## config.mk

```make
export PLATFORM = sky130hd
export DESIGN_NAME = charge_timer_edge_control
export DESIGN_NICKNAME = d
export VERILOG_FILES = /design/src/charge_timer_pkg.sv /design/src/charge_timer_edge_control.sv /design/src/level_sync.sv
export SDC_FILE = /design/constraint.sdc
export NUM_CORES = 1
export LEC_CHECK = 0
export BUFFER_PORTS_ARGS = -buffer_cell sky130_fd_sc_hd__buf_2
export CAP_MARGIN = 10
export CORE_ASPECT_RATIO = 0.75
export CORE_UTILIZATION = 43
export DETAILED_ROUTE_END_ITERATION = 12
export PLACE_DENSITY_LB_ADDON = 0.2
export SYNTH_ARGS = -nofsm -noshare
export SYNTH_HDL_FRONTEND = slang
export SYNTH_SLANG_ARGS = --single-unit
```

## constraint.sdc

```tcl
create_clock -name pclk -period 1.1 [get_ports pclk]
set_input_delay 0.165 -clock pclk [delete_from_list [all_inputs] [get_ports pclk]]
set_output_delay 0.165 -clock pclk [all_outputs]
set_load 0.1 [all_outputs]
```

## src/charge_timer_pkg.sv

```systemverilog
// Behaviour
// - Channel two polarity bit 7: one responds to high level, zero to low.
// - Channel two source bits 6-5: 11 pin one, 10 pin two, 01/00 capture units.
// - Channel one polarity bit 4: one responds to high level, zero to low.
// - Channel one source bits 3-2 use the same four-way encoding.
// - Status bit 1 for channel two, bit 0 for channel one, set on response.
// - Inputs are levels; matching configuration sets the status bit at once.
// - Current source on only while exactly one status bit is set.
// - Software writes may set or clear status bits, steering the source.
// - Interrupt flag sets when source goes on to off; request needs enable.
// - With ordering on, channel two accepted only after channel one.
// - Six-bit trim field bits 7-2 is a signed value, zero nominal.
// - Range 11 hundred times, 10 ten times, 01 base, 00 source off.
// - Each trim step is about two percent, up to about 62 percent.
// - With trigger enabled, start a conversion once the second edge occurs.
// - Reset gives low polarity, no ordering, measurement mode, trigger off.
// - Delay select picks measurement or delay pulse mode ended by comparator.
// - Edge detection blocked while edge unblock is zero.
// - Unit runs only while unit enable is one.
// - Source output grounded while discharge bit is one.
// - Ordering enable requires channel one before channel two.
package charge_timer_pkg;
	localparam logic [11:0] ADDR_CTRL_HIGH = 12'h000;
	localparam logic [11:0] ADDR_CTRL_LOW  = 12'h004;
	localparam logic [11:0] ADDR_CURRENT   = 12'h008;
	localparam logic [11:0] ADDR_FLAGS     = 12'h00c;
	localparam logic [11:0] ADDR_ENABLES   = 12'h010;
	localparam logic [7:0]  RESET_CTRL_HIGH = 8'h00;
	localparam logic [7:0]  RESET_CTRL_LOW  = 8'h00;
	localparam logic [7:0]  RESET_CURRENT   = 8'h00;
	localparam logic [7:0]  HIGH_WR_MASK    = 8'h9f;
	localparam int BIT_UNIT_ENABLE  = 7;
	localparam int BIT_DELAY_SELECT = 4;
	localparam int BIT_EDGE_UNBLOCK = 3;
	localparam int BIT_ORDER_ENABLE = 2;
	localparam int BIT_DISCHARGE    = 1;
	localparam int BIT_TRIGGER      = 0;
	localparam int BIT_TWO_POL      = 7;
	localparam int BIT_TWO_SRC      = 5;
	localparam int BIT_ONE_POL      = 4;
	localparam int BIT_ONE_SRC      = 2;
	localparam int BIT_TWO_SEEN     = 1;
	localparam int BIT_ONE_SEEN     = 0;
	localparam int BIT_TRIM         = 2;
	localparam int BIT_RANGE        = 0;
	localparam logic [1:0] SRC_PIN_ONE = 2'b11;
	localparam logic [1:0] SRC_PIN_TWO = 2'b10;
	localparam logic [1:0] SRC_CAP_ONE = 2'b01;
	localparam logic [1:0] SRC_CAP_TWO = 2'b00;
	localparam logic [1:0] RANGE_OFF   = 2'b00;

	// Sources as they reach the unit
	typedef struct packed {
		logic pin_one;
		logic pin_two;
		logic cap_one;
		logic cap_two;
	} edge_sources_t;

	// Analog steering outputs
	typedef struct packed {
		logic       source_on;
		logic       discharge;
		logic [1:0] range;
		logic [5:0] trim;
		logic       delay_mode;
	} analog_ctrl_t;
endpackage

```

## src/charge_timer_edge_control.sv

```systemverilog
`timescale 1ns/1ps
`default_nettype none
module charge_timer_edge_control (
	input  wire logic                            pclk,
	input  wire logic                            presetn,
	input  wire logic                            psel,
	input  wire logic                            penable,
	input  wire logic                            pwrite,
	input  wire logic [11:0]                     paddr,
	input  wire logic [31:0]                     pwdata,
	output var  logic [31:0]                     prdata,
	output var  logic                            pready,
	output var  logic                            pslverr,
	input  wire charge_timer_pkg::edge_sources_t edge_in,
	input  wire logic                            delay_comparator,
	output var  charge_timer_pkg::analog_ctrl_t  analog,
	output var  logic                            conversion_start,
	output var  logic                            delay_pulse,
	output var  logic                            irq
);
	logic [7:0] edge_control_high;
	logic [7:0] edge_control_low;
	logic [7:0] current_control;
	logic       unit_flag;
	logic       unit_irq_enable;
	logic [3:0] src_sync;
	logic       comp_sync;
	logic       chan_one_level;
	logic       chan_two_level;
	logic       hit_one;
	logic       hit_two;
	logic       source_was_on;
	logic       next_source_on;
	logic       both_prev;
	logic       wr_en;
	logic       low_write;
	logic       addr_ok;
	logic [7:0] wr_byte;

	// Synchronise every selectable source and the comparator
	genvar g;
	generate
		for (g = 0; g < 4; g++) begin : g_sync
			level_sync u_sync (
				.pclk     (pclk),
				.presetn  (presetn),
				.async_in (edge_in[g]),
				.sync_out (src_sync[g])
			);
		end
	endgenerate

	level_sync u_comp_sync (
		.pclk     (pclk),
		.presetn  (presetn),
		.async_in (delay_comparator),
		.sync_out (comp_sync)
	);

	// Source select, index matches struct bit order
	function automatic logic pick(input logic [3:0] s, input logic [1:0] code);
		pick = s[code];
	endfunction

	// Polarity matched level per channel
	assign chan_one_level = pick(src_sync, edge_control_low[charge_timer_pkg::BIT_ONE_SRC +: 2])
		~^ edge_control_low[charge_timer_pkg::BIT_ONE_POL];
	assign chan_two_level = pick(src_sync, edge_control_low[charge_timer_pkg::BIT_TWO_SRC +: 2])
		~^ edge_control_low[charge_timer_pkg::BIT_TWO_POL];

	// Detection gated by enable and unblock; channel two also by ordering
	assign hit_one = edge_control_high[charge_timer_pkg::BIT_UNIT_ENABLE]
		& edge_control_high[charge_timer_pkg::BIT_EDGE_UNBLOCK] & chan_one_level;
	assign hit_two = edge_control_high[charge_timer_pkg::BIT_UNIT_ENABLE]
		& edge_control_high[charge_timer_pkg::BIT_EDGE_UNBLOCK] & chan_two_level
		& (~edge_control_high[charge_timer_pkg::BIT_ORDER_ENABLE]
		| edge_control_low[charge_timer_pkg::BIT_ONE_SEEN]);

	// APB decode, zero wait states
	assign wr_en   = psel & penable & pwrite;
	assign low_write = wr_en & (paddr == charge_timer_pkg::ADDR_CTRL_LOW);
	assign wr_byte = pwdata[7:0];
	always_comb begin
		case (paddr)
			charge_timer_pkg::ADDR_CTRL_HIGH,
			charge_timer_pkg::ADDR_CTRL_LOW,
			charge_timer_pkg::ADDR_CURRENT,
			charge_timer_pkg::ADDR_FLAGS,
			charge_timer_pkg::ADDR_ENABLES: addr_ok = 1'b1;
			default: addr_ok = 1'b0;
		endcase
	end

	// Control high register
	always_ff @(posedge pclk or negedge presetn) begin
		if (!presetn) begin
			edge_control_high <= charge_timer_pkg::RESET_CTRL_HIGH;
		end else if (wr_en && paddr == charge_timer_pkg::ADDR_CTRL_HIGH) begin
			edge_control_high <= wr_byte & charge_timer_pkg::HIGH_WR_MASK;
		end
	end

	// Control low register; hardware set wins over a clearing write
	always_ff @(posedge pclk or negedge presetn) begin
		if (!presetn) begin
			edge_control_low <= charge_timer_pkg::RESET_CTRL_LOW;
		end else begin
			if (wr_en && paddr == charge_timer_pkg::ADDR_CTRL_LOW) begin
				edge_control_low <= wr_byte;
			end
			if (hit_one) begin
				edge_control_low[charge_timer_pkg::BIT_ONE_SEEN] <= 1'b1;
			end
			if (hit_two) begin
				edge_control_low[charge_timer_pkg::BIT_TWO_SEEN] <= 1'b1;
			end
		end
	end

	// Current range and trim register
	always_ff @(posedge pclk or negedge presetn) begin
		if (!presetn) begin
			current_control <= charge_timer_pkg::RESET_CURRENT;
		end else if (wr_en && paddr == charge_timer_pkg::ADDR_CURRENT) begin
			current_control <= wr_byte;
		end
	end

	// Exactly one status bit drives the source
	assign next_source_on = edge_control_low[charge_timer_pkg::BIT_ONE_SEEN]
		^ edge_control_low[charge_timer_pkg::BIT_TWO_SEEN];

	// Analog steering outputs
	always_ff @(posedge pclk or negedge presetn) begin
		if (!presetn) begin
			analog <= '0;
		end else begin
			analog.source_on  <= next_source_on & edge_control_high[charge_timer_pkg::BIT_UNIT_ENABLE]
				& (current_control[charge_timer_pkg::BIT_RANGE +: 2] != charge_timer_pkg::RANGE_OFF)
				& ~edge_control_high[charge_timer_pkg::BIT_DISCHARGE];
			analog.discharge  <= edge_control_high[charge_timer_pkg::BIT_DISCHARGE];
			analog.range      <= current_control[charge_timer_pkg::BIT_RANGE +: 2];
			analog.trim       <= current_control[charge_timer_pkg::BIT_TRIM +: 6];
			analog.delay_mode <= edge_control_high[charge_timer_pkg::BIT_DELAY_SELECT];
		end
	end

	// Interrupt flag on source off transition
	always_ff @(posedge pclk or negedge presetn) begin
		if (!presetn) begin
			source_was_on   <= 1'b0;
			unit_flag       <= 1'b0;
			unit_irq_enable <= 1'b0;
			irq             <= 1'b0;
		end else begin
			source_was_on <= next_source_on;
			if (wr_en && paddr == charge_timer_pkg::ADDR_ENABLES) begin
				unit_irq_enable <= wr_byte[0];
			end
			if (source_was_on && !next_source_on) begin
				unit_flag <= 1'b1;
			end else if (wr_en && paddr == charge_timer_pkg::ADDR_FLAGS && !wr_byte[0]) begin
				unit_flag <= 1'b0;
			end
			irq <= unit_flag & unit_irq_enable;
		end
	end

	// Conversion trigger when both edges have been seen
	always_ff @(posedge pclk or negedge presetn) begin
		if (!presetn) begin
			both_prev        <= 1'b0;
			conversion_start <= 1'b0;
		end else begin
			both_prev <= &edge_control_low[1:0];
			conversion_start <= (&edge_control_low[1:0]) & ~both_prev
				& edge_control_high[charge_timer_pkg::BIT_TRIGGER]
				& edge_control_high[charge_timer_pkg::BIT_UNIT_ENABLE];
		end
	end

	// Delay pulse: source run, ended by comparator
	always_ff @(posedge pclk or negedge presetn) begin
		if (!presetn) begin
			delay_pulse <= 1'b0;
		end else begin
			delay_pulse <= edge_control_high[charge_timer_pkg::BIT_DELAY_SELECT]
				& edge_control_high[charge_timer_pkg::BIT_UNIT_ENABLE]
				& next_source_on & ~comp_sync;
		end
	end

	// APB answer registers
	always_ff @(posedge pclk or negedge presetn) begin
		if (!presetn) begin
			prdata  <= 32'h0000_0000;
			pready  <= 1'b0;
			pslverr <= 1'b0;
		end else begin
			pready  <= psel & ~penable;
			pslverr <= psel & ~penable & ~addr_ok;
			if (psel && !penable && !pwrite) begin
				case (paddr)
					charge_timer_pkg::ADDR_CTRL_HIGH: prdata <= {24'h00_0000, edge_control_high};
					charge_timer_pkg::ADDR_CTRL_LOW:  prdata <= {24'h00_0000, edge_control_low};
					charge_timer_pkg::ADDR_CURRENT:   prdata <= {24'h00_0000, current_control};
					charge_timer_pkg::ADDR_FLAGS:     prdata <= {31'h0000_0000, unit_flag};
					charge_timer_pkg::ADDR_ENABLES:   prdata <= {31'h0000_0000, unit_irq_enable};
					default:                          prdata <= 32'h0000_0000;
				endcase
			end
		end
	end

	// Checks: source steering follows the status pair
	chk_source_exact_one: assert property (
		@(posedge pclk) disable iff (!presetn)
		analog.source_on |-> $past(next_source_on))
		else $error("source on without one flag");
	chk_range_gate: assert property (
		@(posedge pclk) disable iff (!presetn)
		analog.source_on |-> (analog.range != charge_timer_pkg::RANGE_OFF))
		else $error("source on with range off");
	chk_discharge_off: assert property (
		@(posedge pclk) disable iff (!presetn)
		edge_control_high[charge_timer_pkg::BIT_DISCHARGE] |=> !analog.source_on)
		else $error("source on in discharge");
	chk_enable_off: assert property (
		@(posedge pclk) disable iff (!presetn)
		!edge_control_high[charge_timer_pkg::BIT_UNIT_ENABLE] |=> !analog.source_on)
		else $error("source on while disabled");

	// Checks: status bits set by level, held, blocked and ordered
	chk_level_set: assert property (
		@(posedge pclk) disable iff (!presetn)
		hit_one |=> edge_control_low[charge_timer_pkg::BIT_ONE_SEEN])
		else $error("channel one level not seen");
	chk_level_two: assert property (
		@(posedge pclk) disable iff (!presetn)
		hit_two |=> edge_control_low[charge_timer_pkg::BIT_TWO_SEEN])
		else $error("channel two level not seen");
	chk_one_seen_hold: assert property (
		@(posedge pclk) disable iff (!presetn)
		(edge_control_low[charge_timer_pkg::BIT_ONE_SEEN] && !low_write)
		|=> edge_control_low[charge_timer_pkg::BIT_ONE_SEEN])
		else $error("channel one status lost");
	chk_two_seen_hold: assert property (
		@(posedge pclk) disable iff (!presetn)
		(edge_control_low[charge_timer_pkg::BIT_TWO_SEEN] && !low_write)
		|=> edge_control_low[charge_timer_pkg::BIT_TWO_SEEN])
		else $error("channel two status lost");
	chk_blocked_no_set: assert property (
		@(posedge pclk) disable iff (!presetn)
		(!edge_control_high[charge_timer_pkg::BIT_EDGE_UNBLOCK] && !low_write
		&& !edge_control_low[charge_timer_pkg::BIT_ONE_SEEN])
		|=> !edge_control_low[charge_timer_pkg::BIT_ONE_SEEN])
		else $error("status set while edges blocked");
	chk_order_two: assert property (
		@(posedge pclk) disable iff (!presetn)
		(edge_control_high[charge_timer_pkg::BIT_ORDER_ENABLE] && !low_write
		&& !edge_control_low[charge_timer_pkg::BIT_ONE_SEEN]
		&& !edge_control_low[charge_timer_pkg::BIT_TWO_SEEN])
		|=> !edge_control_low[charge_timer_pkg::BIT_TWO_SEEN])
		else $error("channel two before channel one");

	// Checks: interrupt flag and request
	chk_flag_on_off: assert property (
		@(posedge pclk) disable iff (!presetn)
		(source_was_on && !next_source_on) |=> unit_flag)
		else $error("flag missed on source off");
	chk_irq_gate: assert property (
		@(posedge pclk) disable iff (!presetn)
		irq |-> $past(unit_irq_enable))
		else $error("irq without enable");
	chk_irq_follow: assert property (
		@(posedge pclk) disable iff (!presetn)
		irq == ($past(unit_flag) && $past(unit_irq_enable)))
		else $error("irq does not follow flag");

	// Checks: conversion trigger and delay pulse
	chk_trigger_pulse: assert property (
		@(posedge pclk) disable iff (!presetn)
		conversion_start |=> !conversion_start)
		else $error("trigger longer than one cycle");
	chk_trigger_both: assert property (
		@(posedge pclk) disable iff (!presetn)
		conversion_start |-> ($past(edge_control_low[charge_timer_pkg::BIT_ONE_SEEN])
		&& $past(edge_control_low[charge_timer_pkg::BIT_TWO_SEEN])))
		else $error("trigger before second edge");
	chk_pulse_mode: assert property (
		@(posedge pclk) disable iff (!presetn)
		delay_pulse |-> analog.delay_mode)
		else $error("delay pulse outside delay mode");

	// Main scenarios reached
	cov_measure: cover property (@(posedge pclk) disable iff (!presetn)
		analog.source_on ##[1:200] !analog.source_on);
	cov_ordered_wait: cover property (@(posedge pclk) disable iff (!presetn)
		edge_control_high[charge_timer_pkg::BIT_ORDER_ENABLE] && chan_two_level
		&& !edge_control_low[charge_timer_pkg::BIT_ONE_SEEN]);
	cov_trigger: cover property (@(posedge pclk) disable iff (!presetn) conversion_start);
	cov_irq: cover property (@(posedge pclk) disable iff (!presetn) irq);
	cov_delay_pulse: cover property (@(posedge pclk) disable iff (!presetn) delay_pulse ##1 !delay_pulse);
endmodule
`default_nettype wire

```

## src/level_sync.sv

```systemverilog
`timescale 1ns/1ps
`default_nettype none
module level_sync (
	input  wire logic pclk,
	input  wire logic presetn,
	input  wire logic async_in,
	output var  logic sync_out
);
	logic stage_one;

	// Two flops into the pclk domain
	always_ff @(posedge pclk or negedge presetn) begin
		if (!presetn) begin
			stage_one <= 1'b0;
			sync_out  <= 1'b0;
		end else begin
			stage_one <= async_in;
			sync_out  <= stage_one;
		end
	end
endmodule
`default_nettype wire
```

==> results.tsv, run 1 <==
metric	value	unit
crit path launch	paddr[1]	
Site Rows	23	
Worst Setup Start Kind	input pin	
RSZ-0062 raised after global routing	true	
DRT iter0 DRCs	72	
Total Wirelength	5300	um
Fin. Hold Viols	0	
# DRC	0	
GRT Util Overall	0.194	
final net count	342	
leak pwr	0.00180	uW
Max clock buf depth	2	
Tmin final	1.42	ns
gr ovfl total	0	
share of cells above drive strength 1	0.473	
fin. max-slew vios	0	
most frequent cells in the layout	dfrtp_1 (53), buf_12 (27), buf_2 (25)	
io pins	102	
CP arrival	1.64	ns
Fmax	0.703	GHz
Die ar.	6190	sq um
CTS Buf Count	9	
final setup fails	26	
R2R Path Start	edge_control_low[5]	
most common cell after layout, fill and taps aside	dfrtp_1	
initial antenna violation count	0	
count of state elements after synthesis	60	
RD Place Congestion	0.772	
Final period util	1.29	
violations in the final reports	setup timing	
fin cells	367	
TritonCTS clock tree	done	
vias in the first global route	1716	
Worst-Skew Late Latency	0.34	ns
Hold Path Class	input pin to flop	
Synth Area per Inst	12.9	sq um
clk sinks	60	
end-of-flow core utilization	0.704	
sequential fraction of the synthesis area	0.595	
Synth cell types	35	
CP endpoint kind	flop	
routed vias	1747	
worst-path fanout max	8	
Setup Skew	0.00581	ns
core area	5500	sq um
first-pass GRT wire length	8670	um
Area Growth Syn to Fin	53.2	%
post-DR wirelength/cell	14.4	um
clock-pin slew on the worst setup and hold paths	0.06	ns
MaxCap Viol Count	0	
Pwr Density	1330	nW/um^2
Mapped Cells	196	
Ys Warns	0	
worst setup margin	-0.323	ns
Power, Total	5130	uW
H-tree Lvls	3	
hpwl dp	3700	um
Die H	68.4	um
Placed Cells	344	
Via density	4.76	
synthesized area	2520	sq um
largest net degree at the start of global routing	61	
hold path start	pwdata[6]	
initial core utilization	0.459	
Max VDD drop	0.727	mV
DRT antenna net count	0	
Critical Setup Path Class	input pin to flop	
Diodes inserted	0	
DR pass1 iterations	4	
status	finished with violations	
Root Driver	clkbuf_8	
port buffer count	53	
die width	90.5	um
Place WS	-0.709	ns
Worst EP required	1.32	ns
flip-flops by register name (all words and copies together) (netlist names), 4 cells and up:
register	cells
analog	11
prdata	8
current_control	8
g_sync.u_sync.sync_out	4
edge_control_low	8
edge_control_high	6
g_sync.u_sync.stage_one	4
final timing paths:
check / end / slack (ns) / depth (start not counted)
min in group asynchronous: prdata[3] / 0.37 / 3
setup reg to reg: edge_control_low[1] / -0.22 / 4
setup / recovery: edge_control_low[7] / -0.32 / 5
hold reg to reg: g_sync[0].u_sync.sync_out / 0.35 / 0
hold / removal: current_control[6] / 0.07 / 2
max in group asynchronous: g_sync[1].u_sync.sync_out / 0.48 / 3
synthesized netlist by cell type:
cell | count | area [sq um]
nor4_1 | 2 | 12.5
dfrtp_1 | 60 | 1500
xnor2_1 | 1 | 8.76
mux4_2 | 2 | 45.0
nand3_1 | 1 | 5.00
nand4_1 | 2 | 12.5
inv_1 | 2 | 7.51
nor3b_2 | 1 | 12.5
clkbuf_1 | 6 | 22.5
or4_4 | 1 | 11.3
a21boi_0 | 1 | 7.51
buf_4 | 24 | 180
or3_1 | 1 | 6.26
a211oi_1 | 1 | 7.51
o21ai_0 | 6 | 30.0
o31ai_1 | 7 | 52.6
nor4_4 | 1 | 21.3
conb_1 | 1 | 3.75
nand2_1 | 12 | 45.0
a21oi_1 | 7 | 35.0
nor2_1 | 7 | 26.3
ha_1 | 1 | 12.5
and3_1 | 1 | 6.26
mux2i_1 | 9 | 90.1
and4b_1 | 1 | 10.0
or4b_1 | 1 | 10.0
and2_1 | 1 | 6.26
nand4b_1 | 2 | 17.5
mux2_2 | 21 | 236
a22oi_1 | 2 | 15.0
nor3b_1 | 1 | 7.51
xor2_1 | 1 | 8.76
nor2b_1 | 3 | 18.8
nor3_1 | 5 | 25.0
nand2b_1 | 1 | 6.26
worst max-delay path, cell delays in order:
cell    delay, ns
buf_8        0.10
or4b_4       0.54
nor4_4       0.34
buf_12       0.18
mux2_4       0.30
cells by family after synthesis:
group	count (synthesis)	synth area share
DFF	60	0.595
other	1	0.00149
muxes	32	0.147
AOI/OAI and AO/OA	24	0.0585
adders and majority gates	1	0.00495
xor gates and xnor gates	2	0.00694
buffers and inverters	32	0.0833
and+or+nand+nor	44	0.103
cell type report:
type	instances	area [sq um]
fillers	404	1630
flip-flops and latches	60	1510
multi-input cells	127	1050
repair buffers	87	985
clock buffers	11	141
well taps	75	93.8
clock inverters	5	85.1
inverters	2	7.51
per-stage QoR:
stage / TNS, ns / hold WS [ns] / instance area [sq um]
after global placement: -16.93 / 0.200 / 3460
after floorplan: -12.49 / -0.131 / 2720
after global routing: -7.07 / 0.0556 / 3870
after detailed placement: -16.71 / 0.197 / 3460
after CTS: -5.95 / 0.0592 / 3800
final: -5.54 / 0.0738 / 3870
per-layer routing:
metal	routed length (um)	share of wire	vias to the layer above	track usage
met5	0	0	-	0
met4	77	0.015	0	0.0806
met3	336	0.063	9	0.0756
met2	2350	0.44	65	0.286
met1	2540	0.48	849	0.257
li1	-	-	824	-
repair_timing:
item	4_1_cts	5_1_grt
gates resized for setup	12	14
hold buffers	6	0
setup buffers	0	1
pin swaps	4	5
hold endpoints to repair	65	0
setup endpoints to repair	36	50
where the power goes:
group | switching (uW) | leakage, uW | internal [uW]
clock network | 862 | 0.000110 | 1340
logic | 532 | 0.000905 | 151
registers | 10.5 | 0.000781 | 2230
Note: power is estimated with default switching activity, not from simulation.
==> run 2: changes to the inputs <==
Settings changed: ABC_AREA set to 1, CORE_UTILIZATION 43 to 44.
==> results.tsv, run 2 <==
metric	value	unit	change
status	finished with violations		unchanged
violations in the final reports	setup timing		unchanged
Pwr Density	1290	nW/um^2	was 1330 nW/um^2
ys async rst share	1.00		unchanged
Diodes inserted	0		unchanged
gr ovfl total	0		unchanged
Site Rows	24		was 23
Largest register FFs	11		unchanged
synthesized area	2760	sq um	was 2520 sq um
Hold Path Class	input pin to flop		unchanged
Worst Setup Start Kind	flop		was input pin
hpwl dp	4120	um	was 3700 um
H-tree Lvls	3		unchanged
Via density	4.58		was 4.76
top_reg_cell synth	dfrtp_1		unchanged
Max VDD drop	0.625	mV	was 0.727 mV
port buffer count	53		unchanged
TritonCTS clock tree	done		unchanged
Worst Hold Depth	3		was 2
footprint of the multi-input gates	1050	sq um	about the same
sequential fraction of the synthesis area	0.544		was 0.595
# DRC	0		unchanged
DR pass1 iterations	4		unchanged
Fill cells	477		was 404
most frequent cells in the layout	nand2_1 (68), dfrtp_1 (52), buf_2 (29)		was dfrtp_1 (53), buf_12 (27), buf_2 (25)
share of cells above drive strength 1	0.381		was 0.473
Sequential Area	1510	sq um	about the same
vias in the first global route	2066		was 1716
CTS Buf Count	9		unchanged
MaxCap Viol Count	0		unchanged
worst setup margin	-0.00834	ns	was -0.323 ns
Synth area leader	dfrtp_1		unchanged
Max clock buf depth	2		unchanged
Commonest cells post-synth	nand2_1 (70), dfrtp_1 (60), inv_1 (30)		was dfrtp_1 (60), buf_4 (24), mux2_2 (21)
Die ar.	6590	sq um	was 6190 sq um
Worst EP required	1.32	ns	about the same
Setup Skew	0.00613	ns	was 0.00581 ns
RSZ-0062 raised after global routing	true		unchanged
Final period util	1.01		was 1.29
Fin. Hold Viols	0		unchanged
final setup fails	2		was 26
leak pwr	0.00194	uW	was 0.00180 uW
Fmax	0.902	GHz	was 0.703 GHz
fin cells	469		was 367
clock-pin slew on the worst setup and hold paths	0.06	ns	about the same
Worst-Skew Late Latency	0.34	ns	about the same
first-pass GRT wire length	9660	um	was 8670 um
Tmin final	1.11	ns	was 1.42 ns
CP endpoint kind	flop		unchanged
core area	5920	sq um	was 5500 sq um
Total Wirelength	5840	um	was 5300 um
finished layout cell area	3900	sq um	was 3870 sq um
Placed Cells	439		was 344
die width	93.4	um	was 90.5 um
Synth top area share	0.544		was 0.595
initial core utilization	0.466		was 0.459
Cell Area, Placed	3520	sq um	was 3460 sq um
RD Place Congestion	0.815		was 0.772
Root Driver	clkbuf_8		unchanged
flop2flop setup slack	-0.008	ns	was -0.22 ns
count of state elements after synthesis	60		unchanged
Post-synth EDFFs	0		unchanged
clk sinks	60		unchanged
most common cell after layout, fill and taps aside	nand2_1		was dfrtp_1
Ys Warns	0		unchanged
DRT antenna net count	0		unchanged
post-DR wirelength/cell	12.4	um	was 14.4 um
CP arrival	1.33	ns	was 1.64 ns
worst hold slack	0.0732	ns	was 0.0738 ns
R2R cell count	7		was 4
largest net degree at the start of global routing	61		unchanged
Mapped Cells	293		was 196
initial antenna violation count	0		unchanged
fin. max-slew vios	0		unchanged
Area Growth Syn to Fin	41.3	%	was 53.2%
R2R Path Start	edge_control_low[2]		was edge_control_low[5]
Die H	70.6	um	was 68.4 um
GRT Util Overall	0.193		was 0.194
hold path start	pwdata[1]		was pwdata[6]
Synth cell types	24		was 35
Reg2Reg Capture Point	edge_control_low[0]		was edge_control_low[1]
count leader, synth	nand2_1		was dfrtp_1
final net count	441		was 342
DRT iter0 DRCs	160		was 72
Critical Setup Path Class	flop to flop		was input pin to flop
Power, Total	5010	uW	was 5130 uW
most flop-heavy register	analog		unchanged
hold path endpoint	edge_control_high[1]		was current_control[6]
routed vias	2147		was 1747
top cells by area, synth	dfrtp_1 (54%), nand2_1 (9.5%), buf_4 (6.8%)		was dfrtp_1 (59%), mux2_2 (9.4%), buf_4 (7.1%)
Synth Area per Inst	9.42	sq um	was 12.9 sq um
io pins	102		unchanged
worst-path fanout max	4		was 8
TNS Setup	-0.0142	ns	was -5.54 ns
[run 2: cell types whose count changed in the layout (fill, tap and decap cells not counted), sizes merged, moves of 3 or more]
cell    before  now
o31ai        7    0
inv          2   33
clkbuf      11   15
nand2       12   73
nor4         3    0
nor2         7   26
mux2i        9    0
a21oi        7    4
o21a         0    3
nor2b        3    0
o21ai        6   26
mux2        21    0
nand3        1   32
nor3         5    2
[run 2: cell families (layout without fill, tap and decap cells)]
group                    Yosys count  count (layout)  synth area share
other                              1              24           0.00136
adder cells (fa/ha/maj)            1               1           0.00453
AO/OA/AOI/OAI                     33              33            0.0816
AND/OR/NAND/NOR                  136             137             0.239
flip-flops                        60              60             0.544
buffers and inverters             62             136             0.129
[run 2: repair_timing]
action	4_1_cts	5_1_grt
cloned	0	1
hold buffers	7	0
endpoints found under the setup margin	9	20
gates resized for setup	2	14
setup buffers	3	3
endpoints found under the hold margin	66	0
pin swaps	1	6
[run 2: where the power goes]
group	leakage [uW]	internal [uW]	total, uW	switching [uW]
combinational	0.00109	147	734	588
clock	0.000104	1240	2020	787
sequential	0.000751	2240	2260	17.3
[run 2: routing by layer]
metal  GRT usage  wire [um]
met4      0.0564         52
met3      0.0624        356
met2       0.285       2650
met1       0.276       2780
met5           0          0
[run 2: cell type report]
class                      count  share of cell area
clock inverter                 1             0.00770
multi-input combinational    195               0.269
sequential                    60               0.388
timing repair buffer          87               0.234
clock buffer                  15              0.0453
tap                           78              0.0250
inverter                      33              0.0318
[run 2: worst max path at each step]
stage                   startpoint  slack [ns]  cells after the start                   end
2_1_floorplan            prdata[0]       -0.04                      3             prdata[0]
6_report       edge_control_low[2]      -0.008                      7   edge_control_low[0]
3_3_place_gp             paddr[11]       -0.18                      8  edge_control_high[2]
5_1_grt        edge_control_low[2]       -0.09                      7   edge_control_low[0]
4_1_cts                  prdata[4]       -0.02                      1             prdata[4]
3_5_place_dp             paddr[11]       -0.26                      8  edge_control_high[2]
[run 2: critical path: stages (launching register included)]
cell and delay, ns:
dfrtp_1 0.41, inv_2 0.07, nand2_1 0.06, nand3_2 0.07, nand2_2 0.06, or2_4 0.22, nand3_2 0.05, nand2_1 0.05
[run 2: metrics by stage]
step,setup slack (ns),util
6_report,-0.00834,0.659
3_5_place_dp,-0.259,0.594
4_1_cts,-0.0165,0.646
3_3_place_gp,-0.178,0.594
2_1_floorplan,-0.0390,-
5_1_grt,-0.0923,0.659
==> run 3: changes to the inputs <==
Settings changed: CORE_UTILIZATION 44 to 35.
==> results.tsv, run 3 (synthesis gave the netlist of run 2 again) <==
metric	value	unit	change
most used cell, CP	nand2_1		
most common cell after layout, fill and taps aside	nand2_1		unchanged
hold path start	pwdata[4]		was pwdata[1]
Worst EP required	1.33	ns	was 1.32 ns
Site Rows	27		was 24
Placed Cells	462		was 439
Hold Path Class	input pin to flop		unchanged
clock-pin slew on the worst setup and hold paths	0.07	ns	was 0.06 ns
RSZ-0062 raised after global routing	true		unchanged
R2R cell count	7		unchanged
routed vias	2096		was 2147
initial core utilization	0.368		was 0.466
# DRC	0		unchanged
worst hold slack	0.0722	ns	was 0.0732 ns
MaxCap Viol Count	0		unchanged
io pins	102		unchanged
hold path endpoint	edge_control_high[4]		was edge_control_high[1]
worst-path fanout max	4		unchanged
most frequent cells in the layout	nand2_1 (70), dfrtp_1 (52), inv_1 (29), buf_2 (29), nand3_1 (28)		was nand2_1 (68), dfrtp_1 (52), buf_2 (29)
fin. max-slew vios	0		unchanged
Fill cells	706		was 477
Worst Setup Start Kind	flop		unchanged
worst setup margin	-0.0213	ns	was -0.00834 ns
TNS Setup	-0.0408	ns	was -0.0142 ns
Tmin final	1.12	ns	was 1.11 ns
flop2flop setup slack	-0.02	ns	was -0.008 ns
Reg2Reg Capture Point	edge_control_low[0]		unchanged
initial antenna violation count	0		unchanged
crit-path cells	inv_1 -> nand2_1 -> nand3_1 -> nand2_1 -> or2_4 -> nand3_2 -> nand2_1		was inv_2 -> nand2_1 -> nand3_2 -> nand2_2 -> or2_4 -> nand3_2 -> nand2_1
vias in the first global route	1999		was 2066
met3 WL	339	um	was 356 um
hpwl dp	4320	um	was 4120 um
CTS Buf Count	9		unchanged
Area Growth Syn to Fin	42.1	%	was 41.3%
most flop-heavy register	analog		unchanged
fin cells	491		was 469
top sig layer	met4		unchanged
Worst Hold Depth	3		unchanged
Diodes inserted	0		unchanged
GRT Util Overall	0.155		was 0.193
H-tree Lvls	3		unchanged
status	finished with violations		unchanged
metal2 WL	2450	um	was 2650 um
clk sinks	60		unchanged
Root Driver	clkbuf_8		unchanged
core area	7500	sq um	was 5920 sq um
leak pwr	0.00193	uW	was 0.00194 uW
Metal-1 WL	3050	um	was 2780 um
CP arrival	1.35	ns	was 1.33 ns
DRT antenna net count	0		unchanged
die width	105	um	was 93.4 um
TritonCTS clock tree	done		unchanged
largest net degree at the start of global routing	61		unchanged
Final period util	1.02		was 1.01
Max VDD drop	0.777	mV	was 0.625 mV
Die ar.	8250	sq um	was 6590 sq um
R2R Path Start	edge_control_low[2]		unchanged
DRT iter0 DRCs	111		was 160
Total Wirelength	5910	um	was 5840 um
final net count	440		was 441
Critical Setup Path Class	flop to flop		unchanged
DR pass1 iterations	4		unchanged
Fmax	0.892	GHz	was 0.902 GHz
first-pass GRT wire length	9720	um	was 9660 um
Worst-Skew Late Latency	0.34	ns	about the same
Die H	78.9	um	was 70.6 um
post-DR wirelength/cell	12.0	um	was 12.4 um
Largest register FFs	11		unchanged
Fin. Hold Viols	0		unchanged
share of cells above drive strength 1	0.362		was 0.381
port buffer count	53		unchanged
Power, Total	5200	uW	was 5010 uW
Pwr Density	1330	nW/um^2	was 1290 nW/um^2
gr ovfl total	0		unchanged
Setup Skew	0.00686	ns	was 0.00613 ns
slowest cell delay on critical path	0.41	ns	about the same
Worst path slowest cell	dfrtp_1		unchanged
final setup fails	6		was 2
Place WS	-0.293	ns	was -0.259 ns
Max clock buf depth	2		unchanged
violations in the final reports	setup timing		unchanged
Via density	4.27		was 4.58
RD Place Congestion	0.776		was 0.815
CP endpoint kind	flop		unchanged
-- run 3: changes by cell type in the layout (fill, tap and decap cells not counted), sizes merged --
| cell | delta |
|---|---|
| clkinv | +1 |
| buf | -1 |
| inv | +1 |
| clkbuf | -6 |
| clkinvlp | +3 |
| bufinv | +1 |
-- run 3: area by class of cell --
type	instances	area, sq um	area share
Tap cell	101	126	0.0322
Multi-Input combinational cell	195	1020	0.260
Clock buffer	9	124	0.0316
Sequential cell	60	1510	0.386
Clock inverter	7	100	0.0255
Timing Repair Buffer	86	916	0.234
Inverter	33	124	0.0316
-- run 3: layer usage --
layer,vias up,track usage
met2,64,0.219
met3,9,0.0575
met1,960,0.216
li1,1063,-
met4,0,0.0543
met5,-,0
-- run 3: worst max-delay path, delay by kind of cell, from the launching register on --
kind / cells / cell delay, ns
buffers and inverters: 1 / 0.08
and+or+nand+nor: 6 / 0.52
DFF: 1 / 0.41
-- run 3: metrics by stage --
stage	utilization	instance area, sq um
after CTS	0.518	3880
after detailed placement	0.474	3560
after global placement	0.474	3560
after floorplan	-	2860
after global routing	0.523	3920
final	0.523	3920
-- run 3: what timing repair did --
action | in CTS | in global routing
gates resized for setup | 2 | 4
buffers inserted | 3 | 2
endpoints found under the hold margin | 66 | 0
endpoints found under the setup margin | 15 | 27
gates cloned | 0 | 1
pin swaps | 1 | 1
hold buffers | 7 | 0
-- run 3: where the power goes --
group          switching, uW  total (uW)  internal, uW
sequential              18.6        2260          2240
combinational            587         739           152
clock                    919        2200          1280
-- run 3: worst max path at each step --
stage	start	end	slack, ns	depth (start not counted)
floorplan	prdata[0]	prdata[0]	-0.04	3
detailed placement	paddr[5]	edge_control_high[2]	-0.29	8
finish	edge_control_low[2]	edge_control_low[0]	-0.02	7
global placement	paddr[5]	edge_control_high[7]	-0.19	8
global route	edge_control_low[2]	edge_control_low[0]	-0.07	7
CTS	prdata[1]	prdata[1]	-0.03	1
